==> src/verilog/cct_pkg.sv <==
package cct_pkg;

  // ==========================================================================
  // Register byte addresses.
  localparam logic [7:0] ADDR_CONTROL = 8'h00;
  localparam logic [7:0] ADDR_STATUS = 8'h04;
  localparam logic [7:0] ADDR_COUNT_HIGH = 8'h08;
  localparam logic [7:0] ADDR_COUNT_LOW = 8'h0c;
  localparam logic [7:0] ADDR_ALT_COUNT_HIGH = 8'h10;
  localparam logic [7:0] ADDR_ALT_COUNT_LOW = 8'h14;
  localparam logic [7:0] ADDR_CAPTURE_HIGH = 8'h18;
  localparam logic [7:0] ADDR_CAPTURE_LOW = 8'h1c;
  localparam logic [7:0] ADDR_COMPARE_HIGH = 8'h20;
  localparam logic [7:0] ADDR_COMPARE_LOW = 8'h24;
  localparam logic [7:0] ADDR_POWER = 8'h28;

  // ==========================================================================
  // Control, status and power bit positions.
  localparam int BIT_CAPTURE_IE = 7;
  localparam int BIT_COMPARE_IE = 6;
  localparam int BIT_OVERFLOW_IE = 5;
  localparam int BIT_EDGE_SELECT = 1;
  localparam int BIT_OUTPUT_LEVEL = 0;
  localparam int BIT_CAPTURE_FLAG = 7;
  localparam int BIT_COMPARE_FLAG = 6;
  localparam int BIT_OVERFLOW_FLAG = 5;
  localparam int BIT_STOP_REQ = 0;
  localparam int BIT_WAIT_REQ = 1;

  // ==========================================================================
  // Reset and timing values.
  localparam logic [15:0] COUNT_RESET = 16'hfffc;
  localparam logic [15:0] COUNT_ALL_ONES = 16'hffff;
  localparam logic [1:0] PRESCALE_LAST = 2'h3;
  localparam logic [1:0] PRESCALE_COMPARE = 2'h1;
  localparam logic [7:0] BYTE_ZERO = 8'h00;
  localparam logic [31:0] PRDATA_ZERO = 32'h00000000;

  // ==========================================================================
  // Power-state machine.
  typedef enum logic [1:0] {
    CCT_RUN = 2'b00,
    CCT_STOP = 2'b01,
    CCT_WAIT = 2'b11
  } cct_power_t;

  // Decoded register access for one APB cycle.
  typedef struct packed {
    logic rdEn;
    logic wrEn;
    logic [7:0] addr;
    logic [7:0] wdata;
  } cct_access_t;

  // Control register fields.
  typedef struct packed {
    logic captureIrqEnable;
    logic compareIrqEnable;
    logic overflowIrqEnable;
    logic captureEdgeSelect;
    logic compareOutputLevel;
  } cct_control_t;

endpackage

==> src/verilog/cct_timer.sv <==
`timescale 1ns/100ps

// Functional notes
// - Three enables gate interrupts; reset clears them.
// - Control bits 4 to 2 read zero.
// - Edge select: 1 rising, 0 falling; reset-proof.
// - Compare match drives pin to level bit.
// - Capture flag clears: status read, capture low.
// - Compare flag clears: status read, compare low access.
// - Overflow flag clears: status read, count low.
// - Counter pair is read-only.
// - High read freezes low byte until low read.
// - Alternate pair latches, never clears overflow.
// - Capture edge copies counter; pair read-only.
// - Capture high read blocks captures until low.
// - Compare high write inhibits compares until low.
// - Stop freezes; reset exit restarts at FFFC.
// - Interrupt exit resumes; stop edge captured.
// - Wait keeps running; only the timer interrupt wakes.
// - Counter advances every four clocks.
// - Compare evaluated once per prescaler period.
module cct_timer
(
  input wire logic core_clk,
  input wire logic srst,
  input wire logic clkEn,
  input wire logic psel,
  input wire logic penable,
  input wire logic pwrite,
  input wire logic [7:0] paddr,
  input wire logic [31:0] pwdata,
  output logic [31:0] prdata,
  output logic pready,
  output logic pslverr,
  input wire logic wakeInterrupt,
  input wire logic capture_input_pin,
  output logic compare_output_pin,
  output logic timerIrq,
  output logic wakeRequest,
  output logic stopped
);

  cct_pkg::cct_access_t acc;
  cct_pkg::cct_control_t ctrl;
  cct_pkg::cct_control_t next_ctrl;
  cct_pkg::cct_power_t power;
  cct_pkg::cct_power_t next_power;
  logic capSync;
  logic capPrev;
  logic [15:0] counter;
  logic [15:0] next_counter;
  logic [1:0] prescale;
  logic [1:0] next_prescale;
  logic [7:0] countLowBuf;
  logic [7:0] next_countLowBuf;
  logic countLatched;
  logic next_countLatched;
  logic [7:0] altLowBuf;
  logic [7:0] next_altLowBuf;
  logic altLatched;
  logic next_altLatched;
  logic [15:0] capture;
  logic [15:0] next_capture;
  logic captureBlocked;
  logic next_captureBlocked;
  logic [15:0] compare;
  logic [15:0] next_compare;
  logic compareInhibit;
  logic next_compareInhibit;
  logic captureFlag;
  logic compareFlag;
  logic overflowFlag;
  logic next_captureFlag;
  logic next_compareFlag;
  logic next_overflowFlag;
  logic capArmed;
  logic cmpArmed;
  logic ovfArmed;
  logic next_capArmed;
  logic next_cmpArmed;
  logic next_ovfArmed;
  logic pendingEdge;
  logic next_pendingEdge;
  logic next_pin;
  logic next_capPrev;
  logic edgeSeen;
  logic tick;
  logic [7:0] rdByte;
  logic [31:0] next_prdata;
  logic waitDone;
  logic next_waitDone;

  // ==========================================================================
  // Bus front end and pin synchroniser.
  cct_apb_slave u_apb
  (
    .psel(psel),
    .penable(penable),
    .pwrite(pwrite),
    .paddr(paddr),
    .pwdata(pwdata),
    .clkEn(clkEn),
    .waitDone(waitDone),
    .pready(pready),
    .pslverr(pslverr),
    .access(acc)
  );

  cct_sync u_sync
  (
    .coreClk(core_clk),
    .clkEn(clkEn),
    .pinIn(capture_input_pin),
    .pinSync(capSync)
  );

  function automatic logic isRead(cct_pkg::cct_access_t a, logic [7:0] addr);
    isRead = a.rdEn && (a.addr == addr);
  endfunction

  function automatic logic isWrite(cct_pkg::cct_access_t a, logic [7:0] addr);
    isWrite = a.wrEn && (a.addr == addr);
  endfunction

  // ==========================================================================
  // Next-state logic.
  always_comb
  begin
    next_ctrl = ctrl;
    next_power = power;
    next_counter = counter;
    next_prescale = prescale;
    next_countLowBuf = countLowBuf;
    next_countLatched = countLatched;
    next_altLowBuf = altLowBuf;
    next_altLatched = altLatched;
    next_capture = capture;
    next_captureBlocked = captureBlocked;
    next_compare = compare;
    next_compareInhibit = compareInhibit;
    next_captureFlag = captureFlag;
    next_compareFlag = compareFlag;
    next_overflowFlag = overflowFlag;
    next_capArmed = capArmed;
    next_cmpArmed = cmpArmed;
    next_ovfArmed = ovfArmed;
    next_pendingEdge = pendingEdge;
    next_pin = compare_output_pin;
    next_capPrev = capSync;
    next_waitDone = psel & penable & clkEn & ~waitDone;
    edgeSeen = ctrl.captureEdgeSelect ? (capSync & ~capPrev) : (~capSync & capPrev);
    tick = (power != cct_pkg::CCT_STOP);
    rdByte = cct_pkg::BYTE_ZERO;

    // Control register; bits 4 to 2 are not stored.
    if (isWrite(acc, cct_pkg::ADDR_CONTROL))
    begin
      next_ctrl.captureIrqEnable = acc.wdata[cct_pkg::BIT_CAPTURE_IE];
      next_ctrl.compareIrqEnable = acc.wdata[cct_pkg::BIT_COMPARE_IE];
      next_ctrl.overflowIrqEnable = acc.wdata[cct_pkg::BIT_OVERFLOW_IE];
      next_ctrl.captureEdgeSelect = acc.wdata[cct_pkg::BIT_EDGE_SELECT];
      next_ctrl.compareOutputLevel = acc.wdata[cct_pkg::BIT_OUTPUT_LEVEL];
    end

    // Power modes.
    case (power)
      cct_pkg::CCT_RUN:
      begin
        if (isWrite(acc, cct_pkg::ADDR_POWER) && acc.wdata[cct_pkg::BIT_STOP_REQ])
        begin
          next_power = cct_pkg::CCT_STOP;
        end
        else if (isWrite(acc, cct_pkg::ADDR_POWER) && acc.wdata[cct_pkg::BIT_WAIT_REQ])
        begin
          next_power = cct_pkg::CCT_WAIT;
        end
      end
      cct_pkg::CCT_WAIT:
      begin
        if (wakeRequest)
        begin
          next_power = cct_pkg::CCT_RUN;
        end
      end
      cct_pkg::CCT_STOP:
      begin
        if (edgeSeen)
        begin
          next_pendingEdge = 1'b1;
        end
        if (wakeInterrupt)
        begin
          next_power = cct_pkg::CCT_RUN;
        end
      end
      default:
      begin
        next_power = cct_pkg::CCT_RUN;
      end
    endcase

    // Register reads and their side effects.
    if (acc.rdEn)
    begin
      case (acc.addr)
        cct_pkg::ADDR_CONTROL:
        begin
          rdByte = {ctrl.captureIrqEnable, ctrl.compareIrqEnable, ctrl.overflowIrqEnable,
                    3'h0, ctrl.captureEdgeSelect, ctrl.compareOutputLevel};
        end
        cct_pkg::ADDR_STATUS:
        begin
          rdByte = {captureFlag, compareFlag, overflowFlag, 5'h00};
          next_capArmed = captureFlag;
          next_cmpArmed = compareFlag;
          next_ovfArmed = overflowFlag;
        end
        cct_pkg::ADDR_COUNT_HIGH:
        begin
          rdByte = counter[15:8];
          if (!countLatched)
          begin
            next_countLowBuf = counter[7:0];
          end
          next_countLatched = 1'b1;
        end
        cct_pkg::ADDR_COUNT_LOW:
        begin
          rdByte = countLatched ? countLowBuf : counter[7:0];
          next_countLatched = 1'b0;
          if (ovfArmed)
          begin
            next_overflowFlag = 1'b0;
            next_ovfArmed = 1'b0;
          end
        end
        cct_pkg::ADDR_ALT_COUNT_HIGH:
        begin
          rdByte = counter[15:8];
          if (!altLatched)
          begin
            next_altLowBuf = counter[7:0];
          end
          next_altLatched = 1'b1;
        end
        cct_pkg::ADDR_ALT_COUNT_LOW:
        begin
          rdByte = altLatched ? altLowBuf : counter[7:0];
          next_altLatched = 1'b0;
        end
        cct_pkg::ADDR_CAPTURE_HIGH:
        begin
          rdByte = capture[15:8];
          next_captureBlocked = 1'b1;
        end
        cct_pkg::ADDR_CAPTURE_LOW:
        begin
          rdByte = capture[7:0];
          next_captureBlocked = 1'b0;
          if (capArmed)
          begin
            next_captureFlag = 1'b0;
            next_capArmed = 1'b0;
          end
        end
        cct_pkg::ADDR_COMPARE_HIGH:
        begin
          rdByte = compare[15:8];
        end
        cct_pkg::ADDR_COMPARE_LOW:
        begin
          rdByte = compare[7:0];
        end
        cct_pkg::ADDR_POWER:
        begin
          rdByte = {6'h00, power == cct_pkg::CCT_WAIT, power == cct_pkg::CCT_STOP};
        end
        default:
        begin
          rdByte = cct_pkg::BYTE_ZERO;
        end
      endcase
    end

    if (isWrite(acc, cct_pkg::ADDR_COMPARE_HIGH))
    begin
      next_compare[15:8] = acc.wdata;
      next_compareInhibit = 1'b1;
    end
    if (isWrite(acc, cct_pkg::ADDR_COMPARE_LOW))
    begin
      next_compare[7:0] = acc.wdata;
      next_compareInhibit = 1'b0;
    end
    if ((isRead(acc, cct_pkg::ADDR_COMPARE_LOW) || isWrite(acc, cct_pkg::ADDR_COMPARE_LOW))
        && cmpArmed)
    begin
      next_compareFlag = 1'b0;
      next_cmpArmed = 1'b0;
    end
    // counter and capture writes ignored (no write path exists).

    // Flag sets come after the clears so that a set in the clearing cycle wins.
    // divide by four prescaler
    if (tick)
    begin
      next_prescale = prescale + 2'h1;
      if (prescale == cct_pkg::PRESCALE_LAST)
      begin
        next_counter = counter + 16'h0001;
        if (counter == cct_pkg::COUNT_ALL_ONES)
        begin
          next_overflowFlag = 1'b1;
        end
      end
      if (prescale == cct_pkg::PRESCALE_COMPARE && !compareInhibit && counter == compare)
      begin
        next_compareFlag = 1'b1;
        next_pin = ctrl.compareOutputLevel;
      end
    end

    if (!captureBlocked && ((tick && edgeSeen) || (power == cct_pkg::CCT_STOP && wakeInterrupt
        && (pendingEdge || edgeSeen))))
    begin
      next_capture = counter;
      next_captureFlag = 1'b1;
      next_pendingEdge = 1'b0;
    end

    next_prdata = acc.rdEn ? {24'h000000, rdByte} : prdata;

    if (srst)
    begin
      next_ctrl.captureIrqEnable = 1'b0;
      next_ctrl.compareIrqEnable = 1'b0;
      next_ctrl.overflowIrqEnable = 1'b0;
      next_ctrl.compareOutputLevel = 1'b0;
      next_power = cct_pkg::CCT_RUN;
      next_counter = cct_pkg::COUNT_RESET;
      next_prescale = 2'h0;
      next_countLatched = 1'b0;
      next_altLatched = 1'b0;
      next_captureBlocked = 1'b0;
      next_compareInhibit = 1'b0;
      next_capArmed = 1'b0;
      next_cmpArmed = 1'b0;
      next_ovfArmed = 1'b0;
      next_pendingEdge = 1'b0;
      next_pin = 1'b0;
      next_waitDone = 1'b0;
      next_prdata = cct_pkg::PRDATA_ZERO;
      next_captureFlag = captureFlag;
      next_compareFlag = compareFlag;
      next_overflowFlag = overflowFlag;
      next_capture = capture;
    end
  end

  assign timerIrq = (captureFlag & ctrl.captureIrqEnable) | (compareFlag & ctrl.compareIrqEnable)
                    | (overflowFlag & ctrl.overflowIrqEnable);
  assign wakeRequest = timerIrq;
  assign stopped = (power == cct_pkg::CCT_STOP);

  // ==========================================================================
  // State registers; clock enable low freezes everything but reset.
  always_ff @(posedge core_clk)
  begin
    if (clkEn || srst)
    begin
      ctrl <= next_ctrl;
      power <= next_power;
      counter <= next_counter;
      prescale <= next_prescale;
      countLowBuf <= next_countLowBuf;
      countLatched <= next_countLatched;
      altLowBuf <= next_altLowBuf;
      altLatched <= next_altLatched;
      capture <= next_capture;
      captureBlocked <= next_captureBlocked;
      compare <= next_compare;
      compareInhibit <= next_compareInhibit;
      captureFlag <= next_captureFlag;
      compareFlag <= next_compareFlag;
      overflowFlag <= next_overflowFlag;
      capArmed <= next_capArmed;
      cmpArmed <= next_cmpArmed;
      ovfArmed <= next_ovfArmed;
      pendingEdge <= next_pendingEdge;
      compare_output_pin <= next_pin;
      capPrev <= next_capPrev;
      prdata <= next_prdata;
      waitDone <= next_waitDone;
    end
  end

endmodule // cct_timer

==> src/verilog/cct_sync.sv <==
`timescale 1ns/100ps

// ============================================================================
// Two-stage synchroniser for one pin input.
module cct_sync
(
  input wire logic coreClk,
  input wire logic clkEn,
  input wire logic pinIn,
  output logic pinSync
);

  logic stage1;
  logic next_stage1;
  logic next_pinSync;

  always_comb
  begin
    next_stage1 = clkEn ? pinIn : stage1;
    next_pinSync = clkEn ? stage1 : pinSync;
  end

  always_ff @(posedge coreClk)
  begin
    stage1 <= next_stage1;
    pinSync <= next_pinSync;
  end

endmodule // cct_sync

==> src/verilog/cct_apb_slave.sv <==
`timescale 1ns/100ps

// ============================================================================
// APB slave front end; one wait state so registered read data stands at ready.
module cct_apb_slave
(
  input wire logic psel,
  input wire logic penable,
  input wire logic pwrite,
  input wire logic [7:0] paddr,
  input wire logic [31:0] pwdata,
  input wire logic clkEn,
  input wire logic waitDone,
  output logic pready,
  output logic pslverr,
  output cct_pkg::cct_access_t access
);

  always_comb
  begin
    pready = waitDone;
    pslverr = 1'b0;
    access.rdEn = psel & penable & ~pwrite & clkEn & ~waitDone;
    access.wrEn = psel & penable & pwrite & clkEn & waitDone;
    access.addr = paddr;
    access.wdata = pwdata[7:0];
  end

endmodule // cct_apb_slave

==> config.mk <==
export PLATFORM = sky130hd
export DESIGN_NAME = cct_timer
export DESIGN_NICKNAME = d
export VERILOG_FILES = /design/src/verilog/cct_pkg.sv /design/src/verilog/cct_timer.sv /design/src/verilog/cct_sync.sv /design/src/verilog/cct_apb_slave.sv
export SDC_FILE = /design/constraint.sdc
export NUM_CORES = 1
export LEC_CHECK = 0
export BUFFER_PORTS_ARGS = -buffer_cell sky130_fd_sc_hd__buf_2
export CAP_MARGIN = 20
export CORE_ASPECT_RATIO = 1.4
export CORE_UTILIZATION = 61
export DETAILED_ROUTE_END_ITERATION = 12
export GPL_TIMING_DRIVEN = 0
export PLACE_DENSITY = 0.82
export SYNTH_ARGS = -nofsm -noshare
export SYNTH_HDL_FRONTEND = slang
export SYNTH_HIERARCHICAL = 1
export SYNTH_SLANG_ARGS = --single-unit
==> constraint.sdc <==
create_clock -name core_clk -period 6.1 [get_ports core_clk]
set_input_delay 0.305 -clock core_clk [delete_from_list [all_inputs] [get_ports core_clk]]
set_output_delay 0.305 -clock core_clk [all_outputs]
set_load 0.05 [all_outputs]
**After elaboration in Yosys (flattened, before gate mapping)**

Cells that the tools add are included.

- Register bits after elaboration: 97
- Input port bits: 48
- Output and inout port bits: 38
- Logic and storage cells: 182

- $add $sub $neg: 2
- Equal/unequal tests: 20
- Multiplexer cells: 43
- Bitwise logic cells: 21
- Reduce and logical (&&, ||, !) cells: 66

Operator list:

| kind | number |
|---|---|
| one-hot mux 8 bit (10 select lines) | 1 |
| AND reduction 3 bit | 12 |
| == test 8 x 5 -> 1 bit (second input constant) | 4 |
| 2-to-1 mux 16 bit | 2 |
| nonzero test 3 bit | 10 |
| 2-to-1 mux 1 bit | 25 |
| == test 8 x 6 -> 1 bit (second input constant) | 3 |
| 2-to-1 mux 8 bit | 3 |
| adder 16 x 1 -> 16 bit (second input constant) | 1 |
| == test 16 bit | 1 |
| == test 16 bit (second input constant) | 1 |
| == test 8 x 4 -> 1 bit (second input constant) | 2 |
| AND reduction 2 bit | 8 |
| nonzero test 2 bit | 8 |
| bitwise AND 1 bit | 14 |
| logical AND 1 bit | 14 |
| 2-to-1 mux 2 bit | 5 |
| one-hot mux 1 bit (2 select lines) | 5 |
| == test 8 x 3 -> 1 bit (second input constant) | 1 |
| zero test 8 bit | 1 |
| OR reduction 2 bit | 4 |
| != test 3 bit (second input constant) | 2 |
| one-hot mux 2 bit (3 select lines) | 1 |
| 2-to-1 mux 5 bit | 1 |
| 12 further kinds | 23 |

**Longest topological paths before layout**

- Depth in word-level cells: 10
- Mapped depth: 8
- Gate-level depth less buffers: 7

**By module**

The synthesis kept the hierarchy.

By module, submodules not included:

| module | times used | cells each | area an instance (sq um) | seq. area each (sq um) |
|---|---|---|---|---|
| cct_timer | 1 | 426 | 5022.3 | 2852.7 |
| cct_apb_slave | 1 | 23 | 166.4 | 0.0 |
| cct_sync | 1 | 2 | 60.1 | 60.1 |

**Least setup slack after synthesis**

No wires, ideal clock.

- Path type: register to register
- From: register power[1]
- To: register capture[0] (enable)
- Library setup time: 388 ps
- Arrival: 2215 ps
- Required time: 5712 ps
- Path slack: 3496 ps
- Cell stages (with the launch flop): 6
- Buffers on the path: 0
- Clock period less this slack: 2604 ps
- Cells stage by stage: edfxtp_1 -> nand2b_1 -> inv_1 -> a211oi_1 -> or3_1 -> nor2_1

- Cells in the longest elaborated chain, start to end: 6
- Elaborated cells between the ends (all ways): 8
- Those cells by class: eq/ne (2); reduce/logical (6)

Ends and longest elaborated chain:

| item | RTL line | RTL |
|---|---|---|
| from (decl) | cct_timer.sv:46 | `cct_pkg::cct_power_t power;` |
| from (signal assigned) | cct_timer.sv:372 | `power <= next_power;` |
| == test 2 x 1 -> 1 bit | - |  |
| via stopped | cct_timer.sv:40 | `output logic stopped` |
| logical AND 1 bit | cct_timer.sv:323 | `if (!captureBlocked && ((tick && edgeSeen) \|\| (power == cct_pkg::CCT_STOP && wakeInterrupt` |
| logical AND 1 bit | cct_timer.sv:324 | `&& (pendingEdge \|\| edgeSeen))))` |
| logical OR 1 bit | cct_timer.sv:323 |  |
| logical AND 1 bit | cct_timer.sv:323 |  |
| AND reduction 3 bit (no line) | - |  |
| to (signal assigned) | cct_timer.sv:379 | `capture <= next_capture;` |
| to (decl) | cct_timer.sv:62 | `logic [15:0] capture;` |

The timed path passes the listed nets, and every way through them passes these cells.
A chain may end at the register's enable or synchronous reset.

**Final worst setup path**

- From: register power[1]
- To: register capture[9] (enable)

- Cells in the longest elaborated chain, start to end: 6
- Elaborated cells between the ends (all ways): 8
- Those cells by class: eq/ne (2); reduce/logical (6)

Ends and longest elaborated chain:

| item | RTL line |
|---|---|
| == test 2 x 1 -> 1 bit | cct_timer.sv:323 |
| logical AND 1 bit | cct_timer.sv:323 |
| logical AND 1 bit | cct_timer.sv:324 |
| logical OR 1 bit (*) | cct_timer.sv:323 |
| logical AND 1 bit (*) | cct_timer.sv:323 |
| AND reduction 3 bit (no line) (*) | - |

Mark *: on every way between the ends. The rest lies on a longest branch, timed or not.

==> flow_summary.toml <==
[die]
rows = 39
initial_core_util_pct = 63.6
die_w_um = 80.4
die_y_um = 112
pin_count = 86
core_area_um2 = 8250
die_area_um2 = 8980

[clock_tree]
cts_setup_buffers = 0
cts_hold_buf = 0
clk_pin_slew_ns = 0.06
cts_tree = "built"
cts_buffer_depth = 2
cts_max_level = 3
ctsRootBufferMaster = "clkbuf_16"
numClockSinks = 97
clock_latency_ns = 0.35
cts_resized = 0
cts_buffers = 9

[place]
preCtsSetupSlack_ns = 3.55
dpl-instance-area_um2 = 5580
dp_cells = 598
place_congestion = 0.933
port_buffers = 20
hpwl_mm = 9.74

[setup_path]
rr_worst_depth = 6
reg2reg_from = "power[1]$_SDFFCE_PP0P_"
cp_max_fo = 11
crit_required_ns = 6.14
rr_endpoint = "capture[9]$_DFFE_PP_"
crit_end = "capture[9]$_DFFE_PP_"
end_kind = "register"
crit_chain = "nand2b_1 > inv_1 > a211oi_1 > or3_1 > nor2_1 > buf_4"
worst-setup-path-type = "register to register"
worstSetupStartpoint = "power[1]$_SDFFCE_PP0P_"
crit_arrival_ns = 2.59
startpoint_type = "register"
slowest_delay_ns = 0.47
slowest_stage = "edfxtp_1"
regToRegSetupSlack_ns = 3.55

[logic_synthesis]
syn_avg_cell_area_um2 = 11.6
yosys_most_used_dff = "edfxtp_1"
synth_cells = 451
ys_seq_elements = 97
synth_enable_flop_cells = 97
yosysTopAreaCell = "edfxtp_1"
syn_area_um2 = 5250
synth_most_common_cell = "edfxtp_1"
synth.top_cell.area_share_pct = 55.5
synth_commonest_cells = "edfxtp_1 (97), buf_4 (47), nand2_1 (35)"
async_flop_share_pct = 0
yosys_warnings = 6
seq_area_frac_synth_pct = 55.5
yosys.cell_types.count = 59
synth_area_leaders = "edfxtp_1 (55%), buf_4 (6.7%), mux2_2 (3.9%), xor2_1 (3.3%), nand2_1 (2.5%)"

[pwr]
p_clk_share_pct = 34.8
power_density_nw_per_um2 = 254
internal-power_mw = 1.09
p_seq_share_pct = 52.3
power_switching_share_pct = 26.3
power.switching_mw = 0.389
peakVddDrop_mv = 0.216
p_leak_nw = 2.10
comb_power_share_pct = 12.9

[sta]
whs_ns = 0.134
setup_violations = 0
maxSlewHeadroom_pct = 42.5
finalSetupTns_ns = 0
max_freq_ghz = 0.392
finalCriticalPeriod_ns = 2.55
slew_violations = 0
tightest_slew_ns = 0.861
timing.final.crit_share_pct = 41.8
hold_violations = 0
worst_slack_ns = 3.55
fin_worst_skew_ns = 0.00850
rsz0062_at_grt = "false"

[run_status]
outcome = "completed"

[route]
dr_total_vias = 3742
firstDrtPassIters = 5
wl_per_cell_um = 21.0
totalWireLength_mm = 12.9
drc = 0
detail_route.iter0.violations = 542
vias_per_cell = 6.10
ant_nets = 0

[global_route]
grt_max_degree = 17
grt_overflow = 0
grt_pass1_vias = 3683
grt.total_usage_pct = 31.6
grt_pass1_wl_mm = 20.3
antenna_found_initial = 0

[flow_run]
drv_cap = 0

[final_layout]
final_area_um2 = 5840
final_cell_count_no_fill = 613
num_antenna_cells = 0
fin_nets = 558
fillerInstances = 603
drive_gt1_share_pct = 22.7
area_delta_synth_final_pct = 11.2

[worst_hold_path]
hp-class = "primary input to register"
[flip-flops by register name, indices dropped and copies added, names as in the netlist, 5 cells and up]
| name | cells |
|---|---|
| capture | 16 |
| counter | 16 |
| altLowBuf | 8 |
| prdata | 8 |
| ctrl | 5 |
| compare | 16 |
| countLowBuf | 8 |
[cell families after synthesis]
logic type / synth area share, %
flops: 55.5
mux: 4.24
buf+inv: 9.03
xor+xnor: 4.34
other cells: 0.143
simple gates: 15.6
fa+ha+maj: 0.715
compound gates: 10.5
[cell usage in the layout, fill, tap and decap left out, types with 3 or more instances in the layout]
| cell type | n |
|---|---|
| a21oi_1 | 18 |
| nor3_1 | 10 |
| or3_1 | 3 |
| inv_1 | 10 |
| or2_2 | 3 |
| buf_4 | 48 |
| nand4_1 | 5 |
| and2_1 | 11 |
| clkbuf_1 | 17 |
| nand2b_1 | 5 |
| a22oi_1 | 9 |
| ha_1 | 3 |
| nor2b_1 | 4 |
| xnor2_1 | 6 |
| conb_1 | 25 |
| and4_1 | 3 |
| nor3b_1 | 3 |
| clkbuf_16 | 9 |
| o21ai_0 | 12 |
| and3_1 | 7 |
| nand2_1 | 35 |
| edfxtp_1 | 97 |
| a22o_1 | 8 |
| buf_2 | 25 |
| mux2_2 | 18 |
| xor2_1 | 20 |
| nand3_1 | 13 |
| nor4_1 | 5 |
| a31oi_1 | 8 |
| nor2_1 | 26 |
[area by class of cell]
type | count | area [um^2] | share of cell area, %
Clock inverter | 5 | 32.5 | 0.557
Tap cell | 102 | 128 | 2.19
Sequential cell | 97 | 2910 | 49.9
Multi-Input combinational cell | 299 | 1950 | 33.4
Inverter | 10 | 37.5 | 0.643
Clock buffer | 10 | 229 | 3.92
Buffer | 68 | 437 | 7.48
Timing Repair Buffer | 22 | 113 | 1.93
[worst min path at each step]
stage                                  startpoint                  endpoint  slack, ns  cells after the start
after detailed placement  u_sync/stage1$_DFFE_PP_  u_sync/pinSync$_DFFE_PP_       0.41                      0
final                           capture_input_pin   u_sync/stage1$_DFFE_PP_       0.13                      1
after floorplan           u_sync/stage1$_DFFE_PP_  u_sync/pinSync$_DFFE_PP_       0.40                      0
after global placement    u_sync/stage1$_DFFE_PP_  u_sync/pinSync$_DFFE_PP_       0.42                      0
after CTS                       capture_input_pin   u_sync/stage1$_DFFE_PP_       0.13                      1
after global routing            capture_input_pin   u_sync/stage1$_DFFE_PP_       0.13                      1
[per-layer routing]
layer	GRT usage (%)	vias up	routed length, um
met5	0	-	0
met4	18.7	0	662
met3	3.44	40	979
met2	51.6	223	6480
met1	40.0	1762	4760
li1	-	1717	-
[power by group through the flow]
stage	Sequential [mW]	Clock, mW	Combinational [mW]
after floorplan	0.790	0	0.144
after global placement	0.787	0	0.185
after detailed placement	0.788	0	0.189
after CTS	0.774	0.517	0.190
after global routing	0.776	0.541	0.206
final	0.774	0.515	0.192
[worst max-delay path, delay by kind of cell, from the launching register on]
kind | cells | cell delay [ns]
buffers and inverters | 2 | 0.55
AND/OR/NAND/NOR | 3 | 1.11
flip-flops | 1 | 0.47
AO/OA/AOI/OAI | 1 | 0.11
[through the flow]
stage,power (mW),utilization (%)
after global placement,0.971,67.5
after detailed placement,0.977,67.6
after CTS,1.48,70.8
after global routing,1.52,70.8
after floorplan,0.933,-
final,1.48,70.8
(Power assumes the default switching activity.)
